<file path="src/hw/acq_pkg.sv">
// Constants shared by the acquisition sequencer and its helpers.
// Assumes a single 20 MHz clock and a classic Wishbone register slave.
package acq_pkg;
    // Clock and timing
    localparam int unsigned CLK_HZ = 20000000;
    localparam int unsigned TIMEBASE_HZ = 10000000;
    localparam int unsigned TB_DIV = CLK_HZ / TIMEBASE_HZ;
    localparam int unsigned CONV_TIME_NS = 500;
    localparam int unsigned CONV_CYC = (CONV_TIME_NS * (CLK_HZ / 1000000) + 999) / 1000;
    // Register word offsets (byte addresses)
    localparam logic [7:0] CTRL_OFS = 8'h00;
    localparam logic [7:0] PACE_OFS = 8'h04;
    localparam logic [7:0] STAT_OFS = 8'h08;
    localparam logic [7:0] DATA_OFS = 8'h0c;
    localparam logic [7:0] NCNT_OFS = 8'h10;
    localparam logic [7:0] MCNT_OFS = 8'h14;
    localparam logic [7:0] CMD_OFS = 8'h18;
    localparam logic [7:0] CHAN_OFS = 8'h40;
    // Control field positions
    localparam int unsigned MODE_LSB = 0;
    localparam int unsigned CLKSEL_BIT = 3;
    localparam int unsigned TRGSRC_LSB = 4;
    localparam int unsigned TRGEDGE_BIT = 6;
    localparam int unsigned DMAEN_BIT = 7;
    // Command bits
    localparam int unsigned CMD_START_BIT = 0;
    localparam int unsigned CMD_STOP_BIT = 1;
    localparam int unsigned CMD_SWTRG_BIT = 2;
    // Status bit positions
    localparam int unsigned ST_EMPTY_BIT = 0;
    localparam int unsigned ST_RUN_BIT = 1;
    localparam int unsigned ST_ARMED_BIT = 2;
    localparam int unsigned ST_BUSY_BIT = 3;
    // Reset values, channel count and FIFO depth
    localparam logic [15:0] PACE_RST = 16'h0010;
    localparam logic [15:0] MCNT_MIN = 16'h0002;
    localparam logic [11:0] MIDSCALE = 12'h800;
    localparam int unsigned NCHAN = 16;
    localparam int unsigned FIFO_DEPTH = 16;
    // Gain codes
    localparam logic [2:0] GAIN_HALF = 3'h0;
    localparam logic [2:0] GAIN_MAX = 3'h4;

    typedef enum logic [2:0]
    {
        MODE_SINGLE,
        MODE_PACER,
        MODE_POST,
        MODE_DELAY,
        MODE_ABOUT,
        MODE_PRE
    } acq_mode_t;

    typedef enum logic [1:0]
    {
        TRG_SOFT,
        TRG_DIGITAL,
        TRG_ANALOG
    } trg_src_t;
endpackage : acq_pkg

</file>
<file path="src/hw/acq_pacer.sv">
// Internal pacing counter on a 10 MHz enable derived from the system clock.
// Assumes the divisor register is stable while pacing runs.
`timescale 1ns/10ps
`default_nettype none
module acq_pacer
(
    input wire logic mclk_i, // System clock
    input wire logic rst_n_i, // Async reset, active low
    input wire logic run_i, // Pacing enabled
    input wire logic [15:0] divisor_i, // Time base ticks per sample
    output logic tick_o // One-cycle rising edge of pacing output
);
    logic [3:0] pre_r;
    logic [15:0] cnt_r;
    logic tb_en;
    logic wrap;

    assign tb_en = (pre_r == 4'(acq_pkg::TB_DIV - 1));
    assign wrap = (cnt_r <= 16'h0001);

    always_ff @(posedge mclk_i or negedge rst_n_i)
    begin
        if (!rst_n_i)
        begin
            pre_r <= 4'h0;
            cnt_r <= 16'h0000;
            tick_o <= 1'b0;
        end
        else
        begin
            pre_r <= (!run_i || tb_en) ? 4'h0 : pre_r + 4'h1;
            tick_o <= run_i && tb_en && wrap;
            if (!run_i)
                cnt_r <= divisor_i;
            else if (tb_en)
                cnt_r <= wrap ? divisor_i : cnt_r - 16'h0001;
        end
    end
endmodule : acq_pacer
`default_nettype wire

</file>
<file path="src/hw/acq_fifo.sv">
// Small result FIFO in flip-flops; data output is the head entry, not registered.
// Pushes while full are dropped; the writer does not check full.
`timescale 1ns/10ps
`default_nettype none
module acq_fifo
(
    input wire logic mclk_i, // System clock
    input wire logic rst_n_i, // Async reset, active low
    input wire logic push_i, // Write one sample
    input wire logic [11:0] wdata_i, // Sample to write
    input wire logic pop_i, // Remove head sample
    output logic [11:0] rdata_o, // Head sample
    output logic empty_o, // No data
    output logic full_o // No room
);
    localparam int unsigned AW = $clog2(acq_pkg::FIFO_DEPTH);
    logic [11:0] mem_r [acq_pkg::FIFO_DEPTH];
    logic [AW:0] wp_r;
    logic [AW:0] rp_r;
    logic do_push;
    logic do_pop;

    assign empty_o = (wp_r == rp_r);
    assign full_o = (wp_r[AW-1:0] == rp_r[AW-1:0]) && (wp_r[AW] != rp_r[AW]);
    assign do_push = push_i && !full_o;
    assign do_pop = pop_i && !empty_o;
    assign rdata_o = mem_r[rp_r[AW-1:0]];

    always_ff @(posedge mclk_i or negedge rst_n_i)
    begin
        if (!rst_n_i)
        begin
            wp_r <= '0;
            rp_r <= '0;
        end
        else
        begin
            if (do_push)
                wp_r <= wp_r + 1'b1;
            if (do_pop)
                rp_r <= rp_r + 1'b1;
        end
    end

    always_ff @(posedge mclk_i)
    begin
        if (do_push)
            mem_r[wp_r[AW-1:0]] <= wdata_i;
    end
endmodule : acq_fifo
`default_nettype wire

</file>
<file path="src/hw/acq_seq.sv">
// Analog input acquisition sequencer with Wishbone registers.
// Assumes converter, clock and trigger pins are synchronous to mclk_i.
// Operation
// - Six mode codes, software picks one per run; about and pre never leave idle.
// - Single mode: each software trigger not landing mid-conversion makes one conversion, result stored at once.
// - Status word at offset 8 shows FIFO empty.
// - Pacer clock from internal counter or external pin, software selects.
// - Pacer converts on every clock from the first except those landing mid-conversion, with no stop count.
// - Clocked-mode results go into the FIFO in conversion order.
// - Post-trigger starts on trigger, stops at count N or software stop.
// - Delay mode waits M clocks (2..65535) after trigger before storing.
// - Delay mode armed by start command, ends at N samples or stop.
// - Per-channel polarity and gain; gain 0.5 only bipolar.
// - Internal pacing from 10 MHz base, conversion on counter rising edge.
// - External clock conversion on rising edge, up to 2 MHz.
// - Software, digital or analog trigger with selectable edge.
`timescale 1ns/10ps
`default_nettype none
module acq_seq
(
    input wire logic mclk_i, // 20 MHz clock
    input wire logic rst_n_i, // Async reset, active low
    input wire logic wb_cyc_i, // Wishbone cycle
    input wire logic wb_stb_i, // Wishbone strobe
    input wire logic wb_we_i, // Wishbone write enable
    input wire logic [7:0] wb_adr_i, // Byte address
    input wire logic [3:0] wb_sel_i, // Byte selects
    input wire logic [31:0] wb_dat_i, // Write data
    output logic [31:0] wb_dat_o, // Read data
    output logic wb_ack_o, // Acknowledge
    input wire logic external_sample_clock_pin_i, // External sample clock
    input wire logic external_digital_trigger_pin_i, // Digital trigger
    input wire logic analog_threshold_trigger_pin_i, // Comparator output
    output logic adc_start_o, // Conversion start pulse
    input wire logic adc_done_i, // Conversion finished pulse
    input wire logic [11:0] adc_data_i, // Straight binary result
    output logic [3:0] adc_chan_o, // Channel being converted
    output logic adc_bipolar_o, // Polarity for that channel
    output logic [2:0] adc_gain_o // Gain code for that channel
);
    ////////////////////////////////////////////////////////////////////
    typedef enum logic [1:0]
    {
        ST_IDLE,
        ST_ARM,
        ST_DELAY,
        ST_RUN
    } seq_state_t;

    seq_state_t state_r;
    logic [7:0] ctrl_r;
    logic [15:0] pace_r;
    logic [15:0] ncnt_r;
    logic [15:0] mcnt_r;
    logic [15:0] left_r;
    logic [15:0] dly_r;
    logic [3:0] chan_r [acq_pkg::NCHAN];
    logic busy_r;
    logic store_r;
    logic ext_q_r;
    logic dig_q_r;
    logic ana_q_r;
    logic swtrg_q_r;
    logic swtrg_lvl_r;
    logic ack_r;
    logic [31:0] rd_r;

    ////////////////////////////////////////////////////////////////////
    // Bus decode
    logic wb_req;
    logic wr;
    logic rd;
    logic hit_ctrl;
    logic hit_pace;
    logic hit_ncnt;
    logic hit_mcnt;
    logic hit_cmd;
    logic hit_data;
    logic hit_chan;
    logic [3:0] chan_idx;
    logic start_cmd;
    logic stop_cmd;
    logic swtrg_cmd;

    assign wb_req = wb_cyc_i && wb_stb_i && !ack_r;
    assign wr = wb_req && wb_we_i;
    assign rd = wb_req && !wb_we_i;
    assign hit_ctrl = (wb_adr_i == acq_pkg::CTRL_OFS);
    assign hit_pace = (wb_adr_i == acq_pkg::PACE_OFS);
    assign hit_ncnt = (wb_adr_i == acq_pkg::NCNT_OFS);
    assign hit_mcnt = (wb_adr_i == acq_pkg::MCNT_OFS);
    assign hit_cmd = (wb_adr_i == acq_pkg::CMD_OFS);
    assign hit_data = (wb_adr_i == acq_pkg::DATA_OFS);
    assign hit_chan = (wb_adr_i[7:6] == acq_pkg::CHAN_OFS[7:6]) && (wb_adr_i[1:0] == 2'b00);
    assign chan_idx = wb_adr_i[5:2];
    assign start_cmd = wr && hit_cmd && wb_sel_i[0] && wb_dat_i[acq_pkg::CMD_START_BIT];
    assign stop_cmd = wr && hit_cmd && wb_sel_i[0] && wb_dat_i[acq_pkg::CMD_STOP_BIT];
    assign swtrg_cmd = wr && hit_cmd && wb_sel_i[0] && wb_dat_i[acq_pkg::CMD_SWTRG_BIT];

    ////////////////////////////////////////////////////////////////////
    // Control fields
    acq_pkg::acq_mode_t mode;
    acq_pkg::trg_src_t trg_src;
    logic clk_ext;
    logic edge_fall;

    assign mode = acq_pkg::acq_mode_t'(ctrl_r[acq_pkg::MODE_LSB +: 3]);
    assign trg_src = acq_pkg::trg_src_t'(ctrl_r[acq_pkg::TRGSRC_LSB +: 2]);
    assign clk_ext = ctrl_r[acq_pkg::CLKSEL_BIT];
    assign edge_fall = ctrl_r[acq_pkg::TRGEDGE_BIT];

    ////////////////////////////////////////////////////////////////////
    // Sample clock and trigger edges
    logic pace_tick;
    logic ext_rise;
    logic sample_clk;
    logic trg_lvl;
    logic trg_prev;
    logic trg_edge;
    logic clocked;

    assign clocked = (state_r != ST_IDLE);

    acq_pacer u_pacer
    (
        .mclk_i(mclk_i),
        .rst_n_i(rst_n_i),
        .run_i(clocked && !clk_ext),
        .divisor_i(pace_r),
        .tick_o(pace_tick)
    );

    assign ext_rise = external_sample_clock_pin_i && !ext_q_r;
    assign sample_clk = clk_ext ? ext_rise : pace_tick;

    always_comb
    begin
        unique case (trg_src)
            acq_pkg::TRG_DIGITAL:
            begin
                trg_lvl = external_digital_trigger_pin_i;
                trg_prev = dig_q_r;
            end
            acq_pkg::TRG_ANALOG:
            begin
                trg_lvl = analog_threshold_trigger_pin_i;
                trg_prev = ana_q_r;
            end
            default:
            begin
                trg_lvl = swtrg_lvl_r;
                trg_prev = swtrg_q_r;
            end
        endcase
    end

    // Chosen edge of the chosen source
    assign trg_edge = edge_fall ? (trg_prev && !trg_lvl) : (!trg_prev && trg_lvl);

    ////////////////////////////////////////////////////////////////////
    // Sequencer
    logic conv_go;
    logic single_go;
    logic fifo_full;
    logic fifo_empty;
    logic [11:0] fifo_q;
    logic fifo_pop;

    // Overlapping clocks while busy are dropped
    assign conv_go = (state_r == ST_RUN) && sample_clk && !busy_r && !stop_cmd;
    assign single_go = (mode == acq_pkg::MODE_SINGLE) && swtrg_cmd && !busy_r;
    assign fifo_pop = rd && hit_data && !fifo_empty;

    always_ff @(posedge mclk_i or negedge rst_n_i)
    begin
        if (!rst_n_i)
        begin
            state_r <= ST_IDLE;
            left_r <= 16'h0000;
            dly_r <= 16'h0000;
            busy_r <= 1'b0;
            store_r <= 1'b0;
        end
        else
        begin
            if (stop_cmd)
                state_r <= ST_IDLE;
            else
            begin
                unique case (state_r)
                    ST_IDLE:
                    begin
                        if (start_cmd && mode == acq_pkg::MODE_PACER)
                            state_r <= ST_RUN;
                        else if (start_cmd && (mode == acq_pkg::MODE_POST
                                 || mode == acq_pkg::MODE_DELAY))
                            state_r <= ST_ARM;
                        left_r <= ncnt_r;
                        dly_r <= (mcnt_r < acq_pkg::MCNT_MIN) ? acq_pkg::MCNT_MIN : mcnt_r;
                    end
                    ST_ARM:
                    begin
                        if (trg_edge)
                            state_r <= (mode == acq_pkg::MODE_DELAY) ? ST_DELAY : ST_RUN;
                    end
                    ST_DELAY:
                    begin
                        if (sample_clk)
                        begin
                            dly_r <= dly_r - 16'h0001;
                            if (dly_r == 16'h0001)
                                state_r <= ST_RUN;
                        end
                    end
                    ST_RUN:
                    begin
                        if (conv_go && mode != acq_pkg::MODE_PACER)
                        begin
                            left_r <= left_r - 16'h0001;
                            if (left_r <= 16'h0001)
                                state_r <= ST_IDLE;
                        end
                    end
                endcase
            end
            if (conv_go || single_go)
                busy_r <= 1'b1;
            else if (adc_done_i)
                busy_r <= 1'b0;
            if (conv_go || single_go)
                store_r <= 1'b1;
            else if (adc_done_i)
                store_r <= 1'b0;
        end
    end

    assign adc_start_o = conv_go || single_go;

    acq_fifo u_fifo
    (
        .mclk_i(mclk_i),
        .rst_n_i(rst_n_i),
        .push_i(adc_done_i && store_r),
        .wdata_i(adc_data_i),
        .pop_i(fifo_pop),
        .rdata_o(fifo_q),
        .empty_o(fifo_empty),
        .full_o(fifo_full)
    );

    ////////////////////////////////////////////////////////////////////
    // Channel settings and pin samples
    logic [3:0] cur_chan;
    assign cur_chan = 4'h0;
    assign adc_chan_o = cur_chan;
    assign adc_bipolar_o = chan_r[cur_chan][3];
    assign adc_gain_o = chan_r[cur_chan][2:0];

    genvar gi;
    generate
        for (gi = 0; gi < acq_pkg::NCHAN; gi++)
        begin : g_chan
            always_ff @(posedge mclk_i or negedge rst_n_i)
            begin
                if (!rst_n_i)
                    chan_r[gi] <= 4'h9;
                else if (wr && hit_chan && wb_sel_i[0] && chan_idx == gi
                         && wb_dat_i[2:0] <= acq_pkg::GAIN_MAX
                         && (wb_dat_i[3] || wb_dat_i[2:0] != acq_pkg::GAIN_HALF))
                    chan_r[gi] <= wb_dat_i[3:0];
            end
        end
    endgenerate

    always_ff @(posedge mclk_i or negedge rst_n_i)
    begin
        if (!rst_n_i)
        begin
            ext_q_r <= 1'b0;
            dig_q_r <= 1'b0;
            ana_q_r <= 1'b0;
            swtrg_q_r <= 1'b0;
            swtrg_lvl_r <= 1'b0;
        end
        else
        begin
            ext_q_r <= external_sample_clock_pin_i;
            dig_q_r <= external_digital_trigger_pin_i;
            ana_q_r <= analog_threshold_trigger_pin_i;
            swtrg_q_r <= swtrg_lvl_r;
            if (swtrg_cmd)
                swtrg_lvl_r <= !edge_fall;
            else
                swtrg_lvl_r <= edge_fall;
        end
    end

    ////////////////////////////////////////////////////////////////////
    // Register file
    logic hit_stat_w;
    assign hit_stat_w = (wb_adr_i == acq_pkg::STAT_OFS);
    logic [31:0] rd_mux;
    logic [31:0] status;

    assign status = {28'h0000000, busy_r, (state_r == ST_ARM), (state_r != ST_IDLE),
                     fifo_empty};

    always_comb
    begin
        rd_mux = 32'h00000000;
        if (hit_ctrl)
            rd_mux = {24'h000000, ctrl_r};
        else if (hit_pace)
            rd_mux = {16'h0000, pace_r};
        else if (hit_stat_w)
            rd_mux = status;
        else if (hit_data)
            rd_mux = {20'h00000, fifo_q};
        else if (hit_ncnt)
            rd_mux = {16'h0000, ncnt_r};
        else if (hit_mcnt)
            rd_mux = {16'h0000, mcnt_r};
        else if (hit_chan)
            rd_mux = {28'h0000000, chan_r[chan_idx]};
    end


    always_ff @(posedge mclk_i or negedge rst_n_i)
    begin
        if (!rst_n_i)
        begin
            ctrl_r <= 8'h00;
            pace_r <= acq_pkg::PACE_RST;
            ncnt_r <= 16'h0000;
            mcnt_r <= acq_pkg::MCNT_MIN;
            ack_r <= 1'b0;
            rd_r <= 32'h00000000;
        end
        else
        begin
            ack_r <= wb_req;
            if (rd)
                rd_r <= rd_mux;
            if (wr && hit_ctrl && wb_sel_i[0] && state_r == ST_IDLE)
                ctrl_r <= wb_dat_i[7:0];
            if (wr && hit_pace)
            begin
                if (wb_sel_i[0])
                    pace_r[7:0] <= wb_dat_i[7:0];
                if (wb_sel_i[1])
                    pace_r[15:8] <= wb_dat_i[15:8];
            end
            if (wr && hit_ncnt)
            begin
                if (wb_sel_i[0])
                    ncnt_r[7:0] <= wb_dat_i[7:0];
                if (wb_sel_i[1])
                    ncnt_r[15:8] <= wb_dat_i[15:8];
            end
            if (wr && hit_mcnt)
            begin
                if (wb_sel_i[0])
                    mcnt_r[7:0] <= wb_dat_i[7:0];
                if (wb_sel_i[1])
                    mcnt_r[15:8] <= wb_dat_i[15:8];
            end
        end
    end

    assign wb_ack_o = ack_r;
    assign wb_dat_o = rd_r;
endmodule : acq_seq
`default_nettype wire

</file>
<file path="config.mk">
export PLATFORM = sky130hd
export DESIGN_NAME = acq_seq
export DESIGN_NICKNAME = d
export VERILOG_FILES = /design/src/hw/acq_pkg.sv /design/src/hw/acq_pacer.sv /design/src/hw/acq_fifo.sv /design/src/hw/acq_seq.sv
export SDC_FILE = /design/constraint.sdc
export NUM_CORES = 1
export LEC_CHECK = 0
export ABC_CLOCK_PERIOD_IN_PS = 2600
export BUFFER_PORTS_ARGS = -buffer_cell sky130_fd_sc_hd__buf_2
export CORE_MARGIN = 2
export CORE_UTILIZATION = 49
export CTS_BUF_LIST = sky130_fd_sc_hd__clkbuf_4
export CTS_CLUSTER_SIZE = 30
export DETAILED_ROUTE_END_ITERATION = 12
export PLACE_DENSITY = 0.73
export SLEW_MARGIN = 20
export SYNTH_ARGS = -nofsm -noshare
export SYNTH_HDL_FRONTEND = slang
export SYNTH_SLANG_ARGS = --single-unit
</file>
<file path="constraint.sdc">
create_clock -name mclk_i -period 2.6 [get_ports mclk_i]
set_clock_uncertainty 0.15 [all_clocks]
set_input_delay 0.52 -clock mclk_i [delete_from_list [all_inputs] [get_ports mclk_i]]
set_output_delay 0.52 -clock mclk_i [all_outputs]
set_load 0.02 [all_outputs]
</file>
==> flow_summary.toml, run 1 <==
[status]
outcome = "finished, violations left"
violations = "negative setup slack"

[critical_path]
slowest_stage = "dfrtp_2"
cp_common_cell = "buf_6"
slowest_delay_ns = 0.35
crit_buf_inv = 2
critPathTopFamily = "compound AO/OA/AOI/OAI gates"
crit_path_end_kind = "output port"
worstPathMaxFanout = 2
startpoint_type = "flip-flop"
r2r_slack_ns = -0.20
path_class = "reg2out"
rr_startpoint = "wb_ack_o"
r2r_end = "chan_r[12]"
cp.arrival_ns = 2.28
cp_data_required_time_ns = 1.93
ff2ff_path_depth = 8
path_cells = "and4b_2 > buf_6 > and4_4 > a2111oi_4 > a31o_4 > buf_6"

[route]
route.detailed.drc = 0
ant_nets = 0
routedWlPerCell_um = 21.14
via_per_inst = 5.833
vias = 12610
initialDrtViolationCount = 1043
first_pass_iters = 5
wirelength_mm = 45.71

[final_layout]
drive_gt1_share_pct = 39.28
finalNonFillerCells = 2162
fill_cells = 2757
multiInputGateArea_mm2 = 0.007144
area_growth_pct = 22.13
final_util_pct = 60.89
regArea_mm2 = 0.01102
finalNetCount = 1694

[placed_design]
portBuffers = 68
dpl.hpwl_mm = 30.79
gp_congestion = 0.9016
placed_cells = 1937

[yosys]
synthArstFlopShare_pct = 52.00
synth_top_area_share_pct = 31.59
synth_warnings = 0
syn_area_per_cell_um2 = 13.73
ys_seq_area_share_pct = 60.34
synth_ff_type = "edfxtp_1"
yosys-top-cells-area = "edfxtp_1, dfrtp_1, mux4_2, mux2_2, dfstp_2"
synth_edf_count = 192
synth_seq_cells = 400
synth_top_area_cell = "edfxtp_1"
yosysUniqueCellTypes = 70
syn_area_mm2 = 0.01825
syn_inst = 1329

[power_and_ir_drop]
swShare_pct = 31.04
power.share.clock_pct = 32.6
p_per_area_mw_per_mm2 = 758.7
p_int_mw = 11.66
irDropWorstVdd_mv = 0.4444
power_switching_mw = 5.250
pwr-share-seq_pct = 44.7
comb_power_share_pct = 22.7
p_total_mw = 16.91
p_leak_nw = 9.043

[cts]
cts_root_buf = "clkbuf_4"
cts.sinks = 400
cts_tree = "yes"
cts_made_buffers = 103
ctsHtreeMaxLevel = 3
clk_latency_ns = 0.75
clk_pin_slew_ns = 0.06
clockBufferDepth = 3

[hold_path]
hp-class = "in2async"

[timing]
hold_viol = 0
period_needed_ns = 2.947
maxSlewViolCount = 0
worstMarginPinSlew_ns = 0.8921
post-route-period-util_pct = 113.3
rsz0062_at_grt = "yes"
final.setup.worst_slack_ns = -0.3469
final-setup-viol-count = 19
hold_slack_ns = 0.1393
max_freq_mhz = 339.3
slew_headroom_pct = 40.31

[global_routing]
grt_max_degree = 60
grt-ovfl-total = 0
antenna_found_initial = 1
grt_pass1_wl_mm = 70.85
grt_pass1_vias = 12860
grt.total_usage_pct = 24.00

[floorplanning]
io_pins = 107
die_height_um = 197
core_area_mm2 = 0.03661
placementRows = 70
die_width_um = 197
initial_utilization_pct = 49.86
die-area_mm2 = 0.03881

[flow_run]
cap_viol_max_count = 0
-- cells by family after synthesis --
family                     Yosys count  synth area share [%]
DFF                                400                 60.34
other                                1               0.02055
buffers and inverters              120                 3.002
muxes                              207                 17.38
and+or+nand+nor                    316                 8.548
xor gates and xnor gates            16                0.7678
adders and majority gates           19                 1.302
AOI/OAI and AO/OA                  250                 8.637
-- registers in the layout, indices dropped and copies added, names as in the netlist, 2 cells and up --
register,flops
chan_r,64
ctrl_r,8
dly_r,16
left_r,16
mcnt_r,16
ncnt_r,16
pace_r,16
state_r,2
u_fifo.mem_r,192
u_fifo.rp_r,5
u_fifo.wp_r,5
u_pacer.cnt_r,16
u_pacer.pre_r,4
wb_dat_o,16
-- area by class of cell --
type,count,area share (%)
Tap cell,468,2.627
Clock inverter,38,1.100
Clock buffer,150,5.052
Antenna cell,1,0.01123
Sequential cell,400,49.43
Inverter,30,0.5052
Timing Repair Buffer,247,9.222
Multi-Input combinational cell,828,32.05
-- how the worst max path moves through the flow --
stage | startpoint | to | slack, ns | cells after the start
finish | wb_ack_o | adc_start_o | -0.35 | 6
global route | wb_ack_o | adc_start_o | -0.45 | 6
detailed placement | wb_we_i | chan_r[13] | -0.27 | 7
CTS | wb_ack_o | adc_start_o | -0.41 | 6
floorplan | u_fifo.rp_r[2] | u_fifo.mem_r[1][0] | -0.27 | 6
global placement | wb_adr_i[1] | chan_r[13] | -0.23 | 8
-- metrics by stage --
step	area [µm²]	worst slack [ns]	setup TNS (ns)
6_report	22290	-0.3469	-2.735
5_1_grt	22290	-0.4508	-5.807
4_1_cts	22050	-0.4079	-2.292
3_5_place_dp	20200	-0.2672	-11.75
3_3_place_gp	20200	-0.2268	-9.132
2_1_floorplan	18360	-0.2725	-6.989
-- power groups by stage --
stage / clock (mW) / sequential, mW / combinational (mW)
final: 5.51 / 7.57 / 3.84
after detailed placement: 0 / 7.66 / 3.67
after global placement: 0 / 7.63 / 3.53
after floorplan: 0 / 7.57 / 2.47
after global routing: 5.98 / 7.62 / 4.26
after CTS: 5.65 / 7.54 / 3.72
-- repair_timing --
item / 4_1_cts / 5_1_grt
hold buffers: 32 / 0
endpoints found under the setup margin: 24 / 79
gates resized for setup: 34 / 47
buffers inserted: 4 / 1
endpoints found under the hold margin: 366 / 0
pin swaps: 3 / 3
-- per-layer routing --
| metal | wire length [µm] | GRT usage, % | up-vias |
|---|---|---|---|
| li1 | - | - | 5683 |
| met1 | 18280 | 30.66 | 6372 |
| met2 | 23150 | 40.57 | 451 |
| met3 | 2800 | 4.723 | 104 |
| met4 | 1486 | 9.468 | 0 |
| met5 | 0 | 0 | - |
-- synthesized netlist by cell type (all sizes together) (4+ instances only) --
master,n
a211oi,14
a21oi,68
a22o,5
a22oi,15
a2bb2oi,4
a31oi,16
and2,7
and3,4
buf,40
clkbuf,50
dfrtp,174
dfstp,34
edfxtp,192
ha,19
inv,28
mux2,120
mux2i,11
mux4,76
nand2,89
nand2b,12
nand3,19
nand4,10
nor2,87
nor2b,7
nor3,28
nor3b,5
nor4,19
o21ai,59
o21ba,4
o221ai,4
o22a,9
o22ai,21
or3,9
or4,8
xnor2,8
xor2,8
-- layout by cell type (no fill, tap or decap), types with 17 or more instances in the layout --
master,netlist,layout
edfxtp_1,192,192
dfrtp_1,174,171
clkbuf_4,0,150
buf_4,23,120
mux2_2,120,101
nor2_1,84,81
nand2_1,88,76
mux4_2,76,76
a21oi_1,68,67
buf_2,9,66
o21ai_0,59,58
dfstp_2,34,34
dlygate4sd3_1,0,32
clkinv_1,2,30
inv_1,28,28
o22ai_1,21,20
conb_1,1,20
buf_12,0,20
nand3_1,19,19
mux2_4,0,19
ha_1,19,19
nor4_1,19,17
nor3_1,26,17
No activity file was read; power rests on OpenSTA's default activity.
==> inputs of run 2 (changes only) <==
--- a/config.mk
+++ b/config.mk
@@ -5,6 +5,7 @@
 export SDC_FILE = /design/constraint.sdc
 export NUM_CORES = 1
 export LEC_CHECK = 0
+export ABC_AREA = 1
 export ABC_CLOCK_PERIOD_IN_PS = 2600
 export BUFFER_PORTS_ARGS = -buffer_cell sky130_fd_sc_hd__buf_2
 export CORE_MARGIN = 2
==> flow_summary.toml, run 2 <==
[critical_path]
crit_start = "ctrl_r[3]"
ff2ff_path_depth = 16
cp.arrival_ns = 2.15
path_cells = "o21ai_0 > o21ai_1 > nor2_1 > nand2_4 > nand2_2 > buf_6"
cp_data_required_time_ns = 1.93
path_class = "reg2out"
cp.depth = 6
worstPathMaxFanout = 6
slowest_stage = "dfrtp_1"
startpoint_type = "flip-flop"
rr_startpoint = "wb_ack_o"
crit_path_end_kind = "output port"
slowest_delay_ns = 0.43
crit_buf_inv = 1
critPathTopFamily = "simple AND/OR/NAND/NOR gates"

[global_routing]
top_usage_layer = "met2"
grt.total_usage_pct = 24.28
grt-ovfl-total = 0
grt_max_degree = 69
grt_pass1_wl_mm = 77.96
antenna_found_initial = 4
use_met3_pct = 5.151
grt_pass1_vias = 14920
use_met1_pct = 33.86
grt_use_met2_pct = 37.47

[floorplanning]
die_width_um = 201.2
initial_utilization_pct = 49.44
core_area_mm2 = 0.03856
placementRows = 72
die-area_mm2 = 0.04050
io_pins = 107
die_height_um = 201.2

[final_layout]
final_cell_mix = "nand2_1, o21ai_0, edfxtp_1, dfrtp_1, clkbuf_4"
final_common_cell = "nand2_1"
drive_gt1_share_pct = 17.25
fill_cells = 3412
finalNonFillerCells = 2938
post-route-cell-area_mm2 = 0.02206
finalNetCount = 2426
regArea_mm2 = 0.01102
area_growth_pct = 15.71
multiInputGateArea_mm2 = 0.006962
largest_register_ffs = 192

[hold_path]
hp-class = "in2reg"
min_path_cells = 3
hold_start = "wb_sel_i[0]"

[timing]
hold_slack_ns = 0.06828
maxSlewViolCount = 0
max_freq_mhz = 355.0
slew_headroom_pct = 60.94
rsz0062_at_grt = "yes"
period_needed_ns = 2.817
post-route-period-util_pct = 108.3
worstMarginPinSlew_ns = 0.5853
hold_viol = 0
final.setup.worst_slack_ns = -0.2166
finalSetupTns_ns = -0.2166
final-setup-viol-count = 1

[yosys]
ys_seq_area_share_pct = 57.77
syn_area_mm2 = 0.01906
synth_seq_cells = 400
yosys-top-cells-area = "edfxtp_1, dfrtp_1, nand2_1, o21ai_0, dfstp_2"
synth_top_area_cell = "edfxtp_1"
syn_area_per_cell_um2 = 8.929
synth_edf_count = 192
synth_warnings = 0
synth_common_cells = "nand2_1, o21ai_0, edfxtp_1"
syn_inst = 2135
synth.most_common_cell = "nand2_1"
yosysUniqueCellTypes = 45
synth_ff_type = "edfxtp_1"
synth_top_area_share_pct = 30.24
synthArstFlopShare_pct = 52.00

[cts]
cts.sinks = 400
clockBufferDepth = 3
clk_pin_slew_ns = 0.07
cts_tree = "yes"
cts_root_buf = "clkbuf_4"
ctsHtreeMaxLevel = 3
cts_made_buffers = 103
clk_latency_ns = 0.80

[status]
violations = "negative setup slack"
outcome = "finished, violations left"

[placed_design]
placed_cells = 2711
gp_congestion = 0.8878
dpl.hpwl_mm = 32.63
portBuffers = 68
dp_slack_ns = 0.1165
placedInstanceArea_mm2 = 0.02025

[route]
ant_nets = 0
routedWlPerCell_um = 16.47
via_per_inst = 5.310
wirelength_mm = 48.40
initialDrtViolationCount = 1428
vias = 15600
first_pass_iters = 7
route.detailed.drc = 0

[power_and_ir_drop]
irDropWorstVdd_mv = 0.4159
p_per_area_mw_per_mm2 = 746.6
p_leak_nw = 9.870

[flow_run]
cap_viol_max_count = 0
[run 2: cell count changes after synthesis, sizes merged, moves of 20 or more]
cell   before  now
a21oi      68  102
buf        40   63
inv        28  160
mux2      120    1
mux4       76    0
nand2      89  715
nand3      19  138
nor2       87  139
o21ai      59  213
xor2        8   28
[run 2: layer usage]
layer / routed length, µm / part of all wire, %
met2: 22250 / 46
met1: 20690 / 43
met3: 4161 / 8.6
met4: 1282 / 2.6
met5: 13 / 0.027
[run 2: path summary, 6_finish.rpt]
| path | slack [ns] | end |
|---|---|---|
| max | -0.22 | adc_start_o |
| min | 0.07 | pace_r[4] |
| max reg2reg | 0.23 | store_r |
| min reg2reg | 0.27 | swtrg_q_r |
| max in group asynchronous | 1.32 | chan_r[16] |
| min in group asynchronous | 0.12 | u_pacer.cnt_r[11] |
[run 2: what timing repair did]
item	CTS	global route
hold buffers	32	0
buffers inserted	14	2
resized for setup	19	3
pin swaps	5	5
setup endpoints to repair	1	2
endpoints found under the hold margin	400	0
[run 2: worst min-delay path, cell delays in order]
cell,delay [ns]
buf_2,0.14
nand3_2,0.23
o21ai_0,0.11
[run 2: through the flow]
stage / util, % / power (mW)
2_1_floorplan: - / 10.22
3_3_place_gp: 52.52 / 10.95
3_5_place_dp: 52.52 / 11.12
4_1_cts: 57.21 / 16.58
5_1_grt: 57.21 / 17.58
6_report: 57.21 / 16.47
[run 2: kinds of logic after synthesis]
kind of cell,Yosys count,synth area share (%)
AOI/OAI and AO/OA,372,10.47
xor gates and xnor gates,31,1.424
adders and majority gates,19,1.247
buffers and inverters,274,6.235
DFF,400,57.77
muxes,1,0.05907
other,1,0.01967
and+or+nand+nor,1037,22.78
[run 2: layout make-up]
type / count / area share [%]
antenna: 3 / 0.03403
clock buffer: 162 / 5.514
clock inverter: 18 / 0.4651
inverter: 162 / 2.757
multi-input combinational: 1480 / 31.56
sequential: 400 / 49.94
tap: 518 / 2.938
timing repair buffer: 195 / 6.790
[run 2: report_power, final]
part	switching, mW	internal (mW)	leakage, nW
combinational	2.40	1.20	4.65
clock	2.49	2.90	0.796
sequential	0.422	7.06	4.42
total	5.31	11.2	9.87
